`src/common/scsi_parity_dma_consts.svh`:
```
// Register indices, field positions and handshake timing counts.
// Assumes a 100 MHz clock; byte address of a register is four times its index.
`ifndef SCSI_PARITY_DMA_CONSTS_SVH
`define SCSI_PARITY_DMA_CONSTS_SVH

// ****************************************************************
// Register indices
// ****************************************************************
`define IDX_COUNT_LO     4'h0
`define IDX_COUNT_HI     4'h1
`define IDX_FIFO         4'h2
`define IDX_STATUS       4'h4
`define IDX_SYNC_PERIOD  4'h6
`define IDX_SYNC_OFFSET  4'h7
`define IDX_CFG1         4'h8
`define IDX_CFG2         4'hb
`define IDX_CFG3         4'hc
`define IDX_CTRL         4'hd

// ****************************************************************
// Field positions
// ****************************************************************
`define CFG1_RX_CHECK    4
`define CFG1_TEST_MODE   5
`define CFG2_DMA_PAR     0
`define CFG2_REG_PAR     1
`define CFG2_BAD_ABORT   2
`define CFG3_HIGH_FREQ   0
`define CFG3_FAST_BUS    1
`define ST_EMPTY         0
`define ST_FULL          1
`define ST_ACTIVE        2
`define ST_ATN           3
`define ST_PAR_ERR       5
`define CTRL_ACTIVE      0
`define CTRL_DIR_IN      1
`define CTRL_INITIATOR   2
`define CTRL_SYNC        3
`define CTRL_RX_CMD      4
`define CTRL_ATN_CLR     5

// ****************************************************************
// Timing: figures in ns, counts in clocks (least times round up)
// ****************************************************************
`define CLK_NS           10
`define NS2CYC(ns)       (((ns) + `CLK_NS - 1) / `CLK_NS)
`define ASYNC_SETUP_NS   55
`define LEG_SETUP_NS     55
`define LEG_HOLD_NS      100
`define LEG_WIDTH_NS     90
`define FSE_SETUP_NS     25
`define FSE_HOLD_NS      35
`define FSE_WIDTH_NS     30
`define FDF_SETUP_NS     35
`define FDF_HOLD_NS      45
`define FDF_WIDTH_NS     30

`endif

```
`src/common/scsi_parity_dma_pkg.sv`:
```
// Types shared by the parity and DMA request block.
// Assumes the constants header is included by the design file.
package scsi_parity_dma_pkg;
    typedef struct packed {
        logic       ack;
        logic [7:0] data;
        logic       host_bus_parity_pin;
    } dma_in_t;
    typedef struct packed {
        logic       req;
        logic [7:0] data;
        logic       host_bus_parity_pin;
    } dma_out_t;
    typedef struct packed {
        logic [7:0] data;
        logic       par;
        logic       req;
        logic       ack;
    } scsi_in_t;
    typedef struct packed {
        logic [7:0] data;
        logic       par;
        logic       data_oe_n;
        logic       req;
        logic       ack;
        logic       atn;
    } scsi_out_t;
    typedef struct packed {
        logic       par;
        logic [7:0] data;
    } byte9_t;
    typedef enum logic [3:0] {
        TX_IDLE   = 4'b0001,
        TX_SETUP  = 4'b0010,
        TX_ASSERT = 4'b0100,
        TX_NEGATE = 4'b1000
    } tx_state_t;
endpackage : scsi_parity_dma_pkg

```
`src/hdl/scsi_parity_dma.sv`:
```
// Byte path between host and SCSI bus through the data FIFO: parity
// generation, checking and pass-through, DMA requests, send handshake timing.
// Assumes a Wishbone master and DMA controller on clk_i; SCSI pins asynchronous.
`timescale 1ns/1ps
`include "scsi_parity_dma_consts.svh"

// Summary of operation
// - With check enabled, verify parity of received non-pad bytes.
// - Receive parity error sets status parity flag, no interrupt.
// - Receive parity error as initiator asserts ATN.
// - Check off: fresh parity per received byte; on: incoming parity passes.
// - Target abort bit ends receive command on a bad-parity byte.
// - After abort only parity flag set; count keeps bytes moved.
// - Register parity enable stores host parity pin with register writes.
// - Otherwise register writes get generated parity; parity travels with byte.
// - DMA parity enable stores, checks and forwards host parity pin.
// - Otherwise DMA bytes get generated parity sent with the byte.
// - Check FIFO-to-SCSI parity unless both host parity enables clear.
// - Test mode drives SCSI parity from transmitted bit 7.
// - Toward SCSI, request DMA when FIFO not full and count nonzero.
// - Into memory, request DMA when FIFO holds a byte.
// - Initiator synchronous data-in also needs nonzero count.
// - Async send drives data at least 55 ns before strobe.
// - Synchronous setup, hold and width minimums per bus mode.
// - Fast bus and high-frequency clock bits select synchronous timing.
// - Strobe assert and negate delays programmable via offset register.
// - Synchronous assert plus negate time is at least clock period times period register.
module scsi_parity_dma #(
    parameter int DEPTH = 16,
    parameter int CNT_W = 16
) (
    input  wire logic                          clk_i,
    input  wire logic                          rst_i,
    input  wire logic                          cyc_i,
    input  wire logic                          stb_i,
    input  wire logic                          we_i,
    input  wire logic [7:0]                    adr_i,
    input  wire logic [3:0]                    sel_i,
    input  wire logic [31:0]                   dat_i,
    output      logic [31:0]                   dat_o,
    output      logic                          ack_o,
    input  wire scsi_parity_dma_pkg::dma_in_t  dma_i,
    output      scsi_parity_dma_pkg::dma_out_t dma_o,
    input  wire scsi_parity_dma_pkg::scsi_in_t scsi_i,
    output      scsi_parity_dma_pkg::scsi_out_t scsi_o,
    input  wire logic                          diff_mode_i
);
    import scsi_parity_dma_pkg::*;

    localparam int AW = $clog2(DEPTH);

    function automatic logic odd_par(input logic [7:0] b);
        return ~^b;
    endfunction : odd_par

    function automatic logic [3:0] pick(input logic fast, input logic diff,
                                        input int leg, input int fse, input int fdf);
        int ns;
        ns = !fast ? leg : (diff ? fdf : fse);
        return 4'(`NS2CYC(ns));
    endfunction : pick

    // ****************************************************************
    // Registers and state
    // ****************************************************************
    logic [7:0]       cfg1_q, cfg2_q, cfg3_q, per_q, ofs_q;
    logic [5:0]       ctrl_q;
    logic [CNT_W-1:0] count_q;
    logic             perr_q, atn_q, ack_q;
    logic [31:0]      rdat_q;
    byte9_t           mem [DEPTH];
    logic [AW:0]      wp_q, rp_q;
    scsi_in_t         s1_q, s2_q;
    logic             diff1_q, diff2_q, peer_q;
    tx_state_t        tx_q;
    logic [5:0]       tcnt_q;
    logic [3:0]       outst_q;
    byte9_t           txb_q;
    logic             rx_hs_q, dreq_q;
    dma_out_t         dout_q;
    scsi_out_t        sout_q;

    // ****************************************************************
    // Decode
    // ****************************************************************
    wire        bus_req  = cyc_i & stb_i & ~ack_q;
    wire [3:0]  idx      = adr_i[5:2];
    // Writes land at the edge where the master samples ack, not before
    wire        wr       = cyc_i & stb_i & ack_q & we_i & sel_i[0] & (adr_i[7:6] == 2'b00);
    wire        rd       = bus_req & ~we_i & (adr_i[7:6] == 2'b00);
    wire        active   = ctrl_q[`CTRL_ACTIVE];
    wire        dir_in   = ctrl_q[`CTRL_DIR_IN];
    wire        init     = ctrl_q[`CTRL_INITIATOR];
    wire        sync     = ctrl_q[`CTRL_SYNC];
    wire        empty    = (wp_q == rp_q);
    wire        full     = (wp_q[AW] != rp_q[AW]) && (wp_q[AW-1:0] == rp_q[AW-1:0]);
    wire        cnt_nz   = (count_q != '0);
    wire        rx_check = cfg1_q[`CFG1_RX_CHECK];
    wire        fast     = cfg3_q[`CFG3_FAST_BUS] & sync;
    wire        hfreq    = cfg3_q[`CFG3_HIGH_FREQ];

    // SCSI receive side: sampled strobe edge from the peer
    wire        peer_now = init ? s2_q.req : s2_q.ack;
    wire        peer_rise = peer_now & ~peer_q;
    wire        rx_evt   = active & dir_in & peer_rise & ~rx_hs_q;
    wire        rx_pad   = rx_evt & ~cnt_nz;
    wire        rx_byte  = rx_evt & cnt_nz;
    wire        rx_err   = rx_byte & rx_check & (s2_q.par != odd_par(s2_q.data));
    wire        abort    = rx_err & ~init & cfg2_q[`CFG2_BAD_ABORT]
                           & ctrl_q[`CTRL_RX_CMD];
    wire        rx_push  = rx_byte & ~abort & ~full;
    wire        rx_par   = rx_check ? s2_q.par : odd_par(s2_q.data);

    // DMA side
    wire        dma_out_dir = active & ~dir_in;
    wire        dma_push = dma_i.ack & dreq_q & dma_out_dir;
    wire        dma_pop  = dma_i.ack & dreq_q & active & dir_in;
    wire        dma_par  = cfg2_q[`CFG2_DMA_PAR] ? dma_i.host_bus_parity_pin
                                                 : odd_par(dma_i.data);
    wire        dma_err  = dma_push & cfg2_q[`CFG2_DMA_PAR]
                           & (dma_i.host_bus_parity_pin != odd_par(dma_i.data));
    wire        dreq_d   = ~dma_i.ack & active & (dir_in
                           ? (~empty & (~(init & sync) | cnt_nz))
                           : (~full & cnt_nz));

    // Register FIFO access only while idle: while active, every host-side transfer is DMA-only
    wire        reg_push = wr & (idx == `IDX_FIFO) & ~active & ~full;
    wire        reg_pop  = rd & (idx == `IDX_FIFO) & ~active & ~empty;
    wire        reg_par  = cfg2_q[`CFG2_REG_PAR] ? dma_i.host_bus_parity_pin
                                                 : odd_par(dat_i[7:0]);

    // Send side
    wire        tx_start = (tx_q == TX_IDLE) & active & ~dir_in & ~empty
                           & (~sync | (outst_q < ofs_q[3:0]) | (ofs_q[3:0] == 4'h0));
    byte9_t     head;
    assign head = mem[rp_q[AW-1:0]];
    wire        tx_chk   = cfg2_q[`CFG2_REG_PAR] | cfg2_q[`CFG2_DMA_PAR];
    wire        tx_err   = tx_start & tx_chk & (head.par != odd_par(head.data));
    wire        tx_par   = cfg1_q[`CFG1_TEST_MODE] ? head.data[7] : head.par;

    wire        push     = rx_push | dma_push | reg_push;
    wire        pop      = tx_start | dma_pop | reg_pop;
    byte9_t     push_w;
    assign push_w = rx_push  ? '{par: rx_par, data: s2_q.data}
                  : dma_push ? '{par: dma_par, data: dma_i.data}
                  :            '{par: reg_par, data: dat_i[7:0]};

    // Synchronous timing: minimums per bus mode, stretched by period and delays
    wire [3:0]  setup_c  = sync ? pick(fast, diff2_q, `LEG_SETUP_NS, `FSE_SETUP_NS,
                                       `FDF_SETUP_NS)
                                : 4'(`NS2CYC(`ASYNC_SETUP_NS));
    wire [3:0]  hold_c   = pick(fast, diff2_q, `LEG_HOLD_NS, `FSE_HOLD_NS, `FDF_HOLD_NS);
    wire [3:0]  width_c  = pick(fast, diff2_q, `LEG_WIDTH_NS, `FSE_WIDTH_NS,
                                `FDF_WIDTH_NS);
    // Half-clock steps are rounded to whole clocks; high-frequency clock doubles them
    wire [2:0]  adly     = hfreq ? {ofs_q[5:4], 1'b0} : {1'b0, ofs_q[5:4]};
    wire [2:0]  ndly     = hfreq ? {ofs_q[7:6], 1'b0} : {1'b0, ofs_q[7:6]};
    wire [5:0]  half_per = {2'b00, per_q[4:1]} + {5'b0, per_q[0]};
    wire [5:0]  asrt_raw = 6'(width_c) + 6'(adly);
    wire [5:0]  asrt_c   = (half_per > asrt_raw) ? half_per : asrt_raw;
    wire [5:0]  neg_min  = 6'(hold_c) + 6'(ndly);
    wire [5:0]  neg_per  = 6'(per_q[4:0]) - half_per;
    wire [5:0]  neg_c    = (neg_per > neg_min) ? neg_per : neg_min;
    wire        tcnt_end = (tcnt_q <= 6'h1);
    wire        tx_strobe = (tx_q == TX_ASSERT);

    tx_state_t  tx_d;
    always_comb begin
        tx_d = tx_q;
        unique case (tx_q)
            TX_IDLE:   if (tx_start) tx_d = TX_SETUP;
            TX_SETUP:  if (tcnt_end) tx_d = TX_ASSERT;
            TX_ASSERT: if (sync ? tcnt_end : peer_now) tx_d = TX_NEGATE;
            TX_NEGATE: if (sync ? tcnt_end : ~peer_now) tx_d = TX_IDLE;
        endcase
    end

    wire [5:0]  tcnt_d = (tx_d != tx_q) ? ((tx_d == TX_SETUP)  ? 6'(setup_c)
                                         : (tx_d == TX_ASSERT) ? asrt_c
                                         : (tx_d == TX_NEGATE) ? neg_c : 6'h0)
                       : (tcnt_end ? tcnt_q : tcnt_q - 6'h1);

    wire        cnt_dec = dma_push | rx_push;
    wire        sent    = (tx_q == TX_NEGATE) & (tx_d == TX_IDLE) & sync;

    // ****************************************************************
    // Read mux
    // ****************************************************************
    wire [7:0] status_v = {2'b00, perr_q, 1'b0, atn_q, active, full, empty};
    wire [31:0] rmux =
        (idx == `IDX_COUNT_LO)    ? {24'h0, count_q[7:0]} :
        (idx == `IDX_COUNT_HI)    ? {24'h0, count_q[15:8]} :
        (idx == `IDX_FIFO)        ? {23'h0, head.par & ~empty, head.data & {8{~empty}}} :
        (idx == `IDX_STATUS)      ? {24'h0, status_v} :
        (idx == `IDX_SYNC_PERIOD) ? {27'h0, per_q[4:0]} :
        (idx == `IDX_SYNC_OFFSET) ? {24'h0, ofs_q} :
        (idx == `IDX_CFG1)        ? {24'h0, cfg1_q} :
        (idx == `IDX_CFG2)        ? {29'h0, cfg2_q[2:0]} :
        (idx == `IDX_CFG3)        ? {30'h0, cfg3_q[1:0]} :
        (idx == `IDX_CTRL)        ? {27'h0, ctrl_q[4:0]} : 32'h0;

    // ****************************************************************
    // Register file and bus
    // ****************************************************************
    always_ff @(posedge clk_i) begin
        if (rst_i) begin
            cfg1_q <= 8'h00;
            cfg2_q <= 8'h00;
            cfg3_q <= 8'h00;
            per_q  <= 8'h00;
            ofs_q  <= 8'h00;
            ack_q  <= 1'b0;
            rdat_q <= 32'h0;
        end else begin
            ack_q  <= bus_req;
            rdat_q <= rd ? rmux : 32'h0;
            if (wr && idx == `IDX_CFG1)        cfg1_q <= dat_i[7:0];
            if (wr && idx == `IDX_CFG2)        cfg2_q <= {5'h0, dat_i[2:0]};
            if (wr && idx == `IDX_CFG3)        cfg3_q <= {6'h0, dat_i[1:0]};
            if (wr && idx == `IDX_SYNC_PERIOD) per_q  <= {3'h0, dat_i[4:0]};
            if (wr && idx == `IDX_SYNC_OFFSET) ofs_q  <= dat_i[7:0];
        end
    end

    // Control, count, flags; hardware set wins over software clear
    always_ff @(posedge clk_i) begin
        if (rst_i) begin
            ctrl_q  <= 6'h00;
            count_q <= '0;
            perr_q  <= 1'b0;
            atn_q   <= 1'b0;
        end else begin
            if (abort)                         ctrl_q[`CTRL_ACTIVE] <= 1'b0;
            else if (wr && idx == `IDX_CTRL)   ctrl_q <= {1'b0, dat_i[4:0]};
            if (wr && idx == `IDX_COUNT_LO)    count_q[7:0]  <= dat_i[7:0];
            else if (wr && idx == `IDX_COUNT_HI) count_q[15:8] <= dat_i[7:0];
            else if (cnt_dec)                  count_q <= count_q - 1'b1;
            if (rx_err | dma_err | tx_err)     perr_q <= 1'b1;
            else if (wr && idx == `IDX_STATUS && dat_i[`ST_PAR_ERR]) perr_q <= 1'b0;
            if (rx_err & init)                 atn_q <= 1'b1;
            else if (wr && idx == `IDX_CTRL && dat_i[`CTRL_ATN_CLR]) atn_q <= 1'b0;
        end
    end

    // ****************************************************************
    // FIFO: each entry keeps its parity bit beside the byte
    // ****************************************************************
    always_ff @(posedge clk_i) begin
        if (push) mem[wp_q[AW-1:0]] <= push_w;
    end

    always_ff @(posedge clk_i) begin
        if (rst_i) begin
            wp_q <= '0;
            rp_q <= '0;
        end else begin
            if (push) wp_q <= wp_q + 1'b1;
            if (pop)  rp_q <= rp_q + 1'b1;
        end
    end

    // ****************************************************************
    // Pin synchronisers and SCSI handshakes
    // ****************************************************************
    always_ff @(posedge clk_i) begin
        if (rst_i) begin
            s1_q    <= '0;
            s2_q    <= '0;
            diff1_q <= 1'b0;
            diff2_q <= 1'b0;
            peer_q  <= 1'b0;
        end else begin
            s1_q    <= scsi_i;
            s2_q    <= s1_q;
            diff1_q <= diff_mode_i;
            diff2_q <= diff1_q;
            peer_q  <= peer_now;
        end
    end

    always_ff @(posedge clk_i) begin
        if (rst_i) begin
            tx_q    <= TX_IDLE;
            tcnt_q  <= 6'h0;
            txb_q   <= '0;
            outst_q <= 4'h0;
            rx_hs_q <= 1'b0;
        end else begin
            tx_q   <= tx_d;
            tcnt_q <= tcnt_d;
            if (tx_start) txb_q <= '{par: tx_par, data: head.data};
            if (!active || !sync) outst_q <= 4'h0;
            else if (sent && !peer_rise) outst_q <= outst_q + 4'h1;
            else if (!sent && peer_rise && !dir_in && outst_q != 4'h0)
                outst_q <= outst_q - 4'h1;
            // Async receive: answer the peer strobe until it drops
            if (rx_evt && !sync) rx_hs_q <= 1'b1;
            else if (!peer_now)  rx_hs_q <= 1'b0;
        end
    end

    // ****************************************************************
    // Registered outputs
    // ****************************************************************
    wire our_strobe = tx_strobe | rx_hs_q;

    always_ff @(posedge clk_i) begin
        if (rst_i) begin
            dreq_q <= 1'b0;
            dout_q <= '0;
            sout_q <= '{data: 8'h00, par: 1'b0, data_oe_n: 1'b1, req: 1'b0,
                        ack: 1'b0, atn: 1'b0};
        end else begin
            dreq_q <= dreq_d;
            if (dma_pop) dout_q <= '{req: 1'b0, data: head.data,
                                     host_bus_parity_pin: head.par};
            sout_q.data      <= tx_start ? head.data : txb_q.data;
            sout_q.par       <= tx_start ? tx_par : txb_q.par;
            sout_q.data_oe_n <= (tx_d == TX_IDLE);
            sout_q.req       <= ~init & our_strobe;
            sout_q.ack       <= init & our_strobe;
            sout_q.atn       <= atn_q;
        end
    end

    assign dat_o = rdat_q;
    assign ack_o = ack_q;
    assign dma_o = '{req: dreq_q, data: dout_q.data,
                     host_bus_parity_pin: dout_q.host_bus_parity_pin};
    assign scsi_o = sout_q;

    // ****************************************************************
    // Checks
    // ****************************************************************
    rx_perr_set_a: assert property (@(posedge clk_i) disable iff (rst_i)
        rx_err |=> perr_q) else $error("parity flag not set on bad byte");
    rx_atn_a: assert property (@(posedge clk_i) disable iff (rst_i)
        rx_err && init |=> ##1 scsi_o.atn) else $error("ATN missing after error");
    rx_par_gen_a: assert property (@(posedge clk_i) disable iff (rst_i)
        rx_push && !rx_check |=> mem[$past(wp_q[AW-1:0])].par == odd_par($past(s2_q.data)))
        else $error("received byte lacks generated parity");
    abort_stop_a: assert property (@(posedge clk_i) disable iff (rst_i)
        abort |=> !active && $stable(wp_q)) else $error("receive not aborted");
    abort_count_a: assert property (@(posedge clk_i) disable iff (rst_i)
        abort && !dma_push |=> count_q == $past(count_q)) else $error("count moved on abort");
    dma_par_gen_a: assert property (@(posedge clk_i) disable iff (rst_i)
        dma_push && !cfg2_q[`CFG2_DMA_PAR] |=>
        mem[$past(wp_q[AW-1:0])].par == odd_par($past(dma_i.data)))
        else $error("DMA byte lacks generated parity");
    test_par_a: assert property (@(posedge clk_i) disable iff (rst_i)
        tx_start && cfg1_q[`CFG1_TEST_MODE] |=> scsi_o.par == scsi_o.data[7])
        else $error("test mode parity not from bit 7");
    dreq_tx_a: assert property (@(posedge clk_i) disable iff (rst_i)
        dma_o.req && !dir_in |-> $past(cnt_nz && !full)) else $error("bad DMA request");
    async_setup_a: assert property (@(posedge clk_i) disable iff (rst_i)
        tx_start && !sync |=> (!scsi_o.data_oe_n && !scsi_o.req && !scsi_o.ack) [*6])
        else $error("strobe before data setup");
endmodule : scsi_parity_dma

```
`config.mk`:
```
export PLATFORM = sky130hd
export DESIGN_NAME = scsi_parity_dma
export DESIGN_NICKNAME = d
export VERILOG_FILES = /design/src/common/scsi_parity_dma_pkg.sv /design/src/hdl/scsi_parity_dma.sv
export VERILOG_INCLUDE_DIRS = /design/src /design/src/common
export SDC_FILE = /design/constraint.sdc
export NUM_CORES = 1
export LEC_CHECK = 0
export ABC_AREA = 1
export BUFFER_PORTS_ARGS = -buffer_cell sky130_fd_sc_hd__buf_2
export CAP_MARGIN = 30
export CORE_UTILIZATION = 54
export DETAILED_ROUTE_END_ITERATION = 12
export PLACE_DENSITY = 0.84
export SLEW_MARGIN = 5
export SYNTH_ARGS = -nofsm -noshare
export SYNTH_HDL_FRONTEND = slang
export SYNTH_SLANG_ARGS = --single-unit
```
`constraint.sdc`:
```
create_clock -name clk_i -period 3.08 [get_ports clk_i]
set_input_delay 0.154 -clock clk_i [delete_from_list [all_inputs] [get_ports clk_i]]
set_output_delay 0.154 -clock clk_i [all_outputs]
set_load 0.02 [all_outputs]
```
==> metrics.md <==
| Metric | Value |
|---|---|
| Slew HR | `0.559` |
| Fin worst setup slack | `0.0349 ns` |
| Worst Skew | `0.0139 ns` |
| Vias post-DR | `12100` |
| Switching Power | `1.99 mW` |
| Multi-input logic area | `5860 µm²` |
| Nets | `1983` |
| CTS tree | `done` |
| Sequential area share after synthesis | `0.506` |
| Critical-path top delay cell | `dfxtp_2` |
| Total power | `8.58 mW` |
| Max stage delay on crit path | `0.37 ns` |
| Die Footprint | `27100 µm²` |
| Kind of critical path | `flip-flop to flip-flop` |
| Sw frac | `0.232` |
| Pre-CTS WS | `-0.110 ns` |
| Clock root cell | `clkbuf_16` |
| Die W | `165 µm` |
| Routed wire length | `36.8 mm` |
| Antenna cells | `0` |
| Filler cells | `2092` |
| Residual DRC count | `0` |
| Antenna-violating nets left | `0` |
| CP Launch Type | `flip-flop` |
| WP data arrival | `3.47 ns` |
| Critical path capture point type | `flip-flop` |
| Clk_lat worst skew | `0.56 ns` |
| Initial DRT Pass Iterations | `6` |
| Worst Path Buf+Inv | `3` |
| Fraction of layout cells with a size suffix above 1 | `0.116` |
| Initial DRC Count | `1440` |
| Power Internal | `6.59 mW` |
| Clk buf depth | `3` |
| CTS clk-pin slew, worst paths | `0.06 ns` |
| Seq pwr share | `0.485` |
| Worst Path Required | `3.50 ns` |
| Area growth syn-to-layout | `15.3%` |
| Post-Route Utilization | `0.634` |
| Cell Rows | `59` |
| Top-Level Pins | `127` |
| FMAX | `0.328 GHz` |
| Synthesized area | `14300 µm²` |
| Final setup vio count | `0` |
| Final Hold Fails | `0` |
| DR WL/cell | `16.5 µm` |
| EDFF count, synth | `144` |
| RD Place Congestion | `0.978` |
| DP Wirelength | `25.3 mm` |
| Worst vdd ir | `0.000562 V` |
| Worst-Margin Slew | `0.658 ns` |
| Asr flop ratio synth | `0` |
| Mapped Cells | `1755` |
| Most frequent cells in the layout | `nand2_1 (435), inv_1 (243), nor2_1 (175), edfxtp_1 (144), dfxtp_1 (140)` |
| Status | `complete, no violations` |
| Largest net degree at the start of global routing | `68` |
| Avg Vias per Cell | `5.42` |
| Top Family by Delay on Critical Path | `adder cells` |
| CP max FO | `6` |
| Logic pwr share | `0.081` |
| Vias in the first global route | `11400` |
| Final worst path period share | `0.989` |
| Initial cell density of the core | `0.550` |
| IO buf count | `74` |
| Number of buffers inserted during clock tree synthesis | `30` |
| Leak pwr | `7.53 nW` |
| Min Tclk post-route | `3.05 ns` |
| Die Ht | `165 µm` |
| Hold WC Path Type | `primary input to flip-flop` |
| CTS H-Tree Depth | `1` |
| Overall Global Routing Usage | `0.274` |
| Pins Over Slew Limit | `0` |
| Core Box Area | `26000 µm²` |
| First-pass GRT wire length | `58.4 mm` |
| Clock power share | `0.434` |
| Register bit count reported by yosys | `289` |
| Library cells used by synthesis | `49` |
| FF/Latch Area | `7230 µm²` |
| Yosys warning count | `0` |
| RSZ-0062 raised after global routing | `yes` |
| Most common cell after layout, fill and taps aside | `nand2_1` |
| Mean Syn Cell Area | `8.14 µm²` |
| Pwr/cell area | `521 nW/µm²` |
| Top_reg_cell synth | `dfxtp_1` |
| Initial antenna violation count | `1` |
| Cell Chain, Critical Path | `ha_4, ha_4, xor2_4, inv_2, ha_4, nand2_2, o21ai_2, xnor2_1, inv_1, ha_4, a21oi_2, o21ai_1, nand2_1, nand2_1, o21ai_1, nand2_1, buf_6, o211ai_1, nand4_1, nand2_1, a21oi_1` |
| Clock sink count | `289` |
| Total grt overflow | `0` |
| Max Cap Viol | `0` |
flip-flops by register name, indices dropped and copies added, names as in the netlist, 4 cells and up, named ones only:
name	cells
cfg1_q	8
count_q	16
ctrl_q	5
dat_o	9
dma_o	9
mem	144
ofs_q	8
outst_q	4
per_q	5
rp_q	5
s1_q	11
s2_q	11
scsi_o	13
tcnt_q	6
tx_q	4
txb_q	9
wp_q	5
layer usage:
layer  routed length (µm)  GRT usage  up-vias  share of wire
met2                17000      0.448      581           0.46
li1                     -          -     5878              -
met3                 3460     0.0477       83          0.094
met1                15300      0.369     5539           0.41
met4                 1040     0.0901        0          0.028
met5                    0          0        -              0
Yosys cell counts (5+ instances only):
cell type / instances / area share
dfxtp_1: 145 / 0.20
nor3_1: 16 / 0.0056
o211ai_1: 24 / 0.013
or2_2: 5 / 0.0022
nand2_1: 437 / 0.11
o221ai_1: 7 / 0.0043
edfxtp_1: 144 / 0.30
a31oi_1: 9 / 0.0039
clkbuf_1: 39 / 0.010
buf_4: 26 / 0.014
nand3b_1: 6 / 0.0032
nor2_1: 175 / 0.046
nand3_1: 113 / 0.040
buf_2: 12 / 0.0042
inv_1: 247 / 0.065
xnor2_1: 35 / 0.021
nand4_1: 9 / 0.0039
nor4_1: 6 / 0.0026
a21oi_1: 84 / 0.029
xor2_1: 18 / 0.011
o21ai_0: 112 / 0.039
ha_1: 37 / 0.032
cells by family (layout without fill, tap and decap cells):
kind of cell / count (synthesis) / in the layout / synth area share
simple gates: 781 / 781 / 0.226
xor+xnor: 53 / 53 / 0.0325
fa+ha+maj: 41 / 41 / 0.0380
compound gates: 256 / 256 / 0.101
buf+inv: 334 / 451 / 0.0963
flops: 289 / 289 / 0.506
other cells: 1 / 23 / 0.000263
worst min-delay path, cell delays in order:
cell     delay [ns]
buf_2          0.16
o21ai_0        0.16
a21oi_1        0.04
metrics by stage:
stage | area, µm² | TNS [ns] | cells | hold slack [ns]
finish | 16500 | 0 | 2229 | 0.0164
global route | 16500 | -0.866 | 2229 | 0.0356
CTS | 16400 | 0 | 2226 | 0.00369
detailed placement | 15200 | -0.466 | 2152 | 0.363
global placement | 15200 | -0.0586 | 2152 | 0.358
floorplan | 14400 | 0 | 1777 | 0.233
final timing paths:
kind	startpoint	cells past startpoint	slack, ns	end
setup reg to reg	per_q[1]$_SDFFE_PP0P_	21	0.03	tcnt_q[1]$_SDFFE_PP0P_
hold / removal	dat_i[6]	3	0.02	ofs_q[6]$_SDFFE_PP0P_
hold reg to reg	s1_q[3]$_SDFF_PP0_	2	0.40	s2_q[3]$_SDFF_PP0_
setup / recovery	per_q[1]$_SDFFE_PP0P_	21	0.03	tcnt_q[1]$_SDFFE_PP0P_
power groups by stage:
| stage | sequential (mW) | combinational [mW] | clock (mW) |
|---|---|---|---|
| 3_3_place_gp | 4.24 | 0.634 | 0 |
| 6_report | 4.16 | 0.695 | 3.72 |
| 2_1_floorplan | 4.23 | 0.472 | 0 |
| 4_1_cts | 4.16 | 0.677 | 3.73 |
| 3_5_place_dp | 4.24 | 0.654 | 0 |
| 5_1_grt | 4.16 | 0.770 | 3.88 |
repair_timing:
item,CTS,global route
setup buffers,0,3
hold buffers,19,0
hold endpoints to repair,18,0
pin swaps,0,16
setup endpoints to repair,5,16
gates resized for setup,5,18
cell type report:
class                   count  share of cell area
flip-flops and latches    289               0.439
multi-input cells        1154               0.356
repair buffers            143              0.0593
inverters                 253              0.0582
clock buffers              43              0.0526
well taps                 335              0.0255
clock inverters            12             0.00934
No activity file was read; power rests on OpenSTA's default activity.
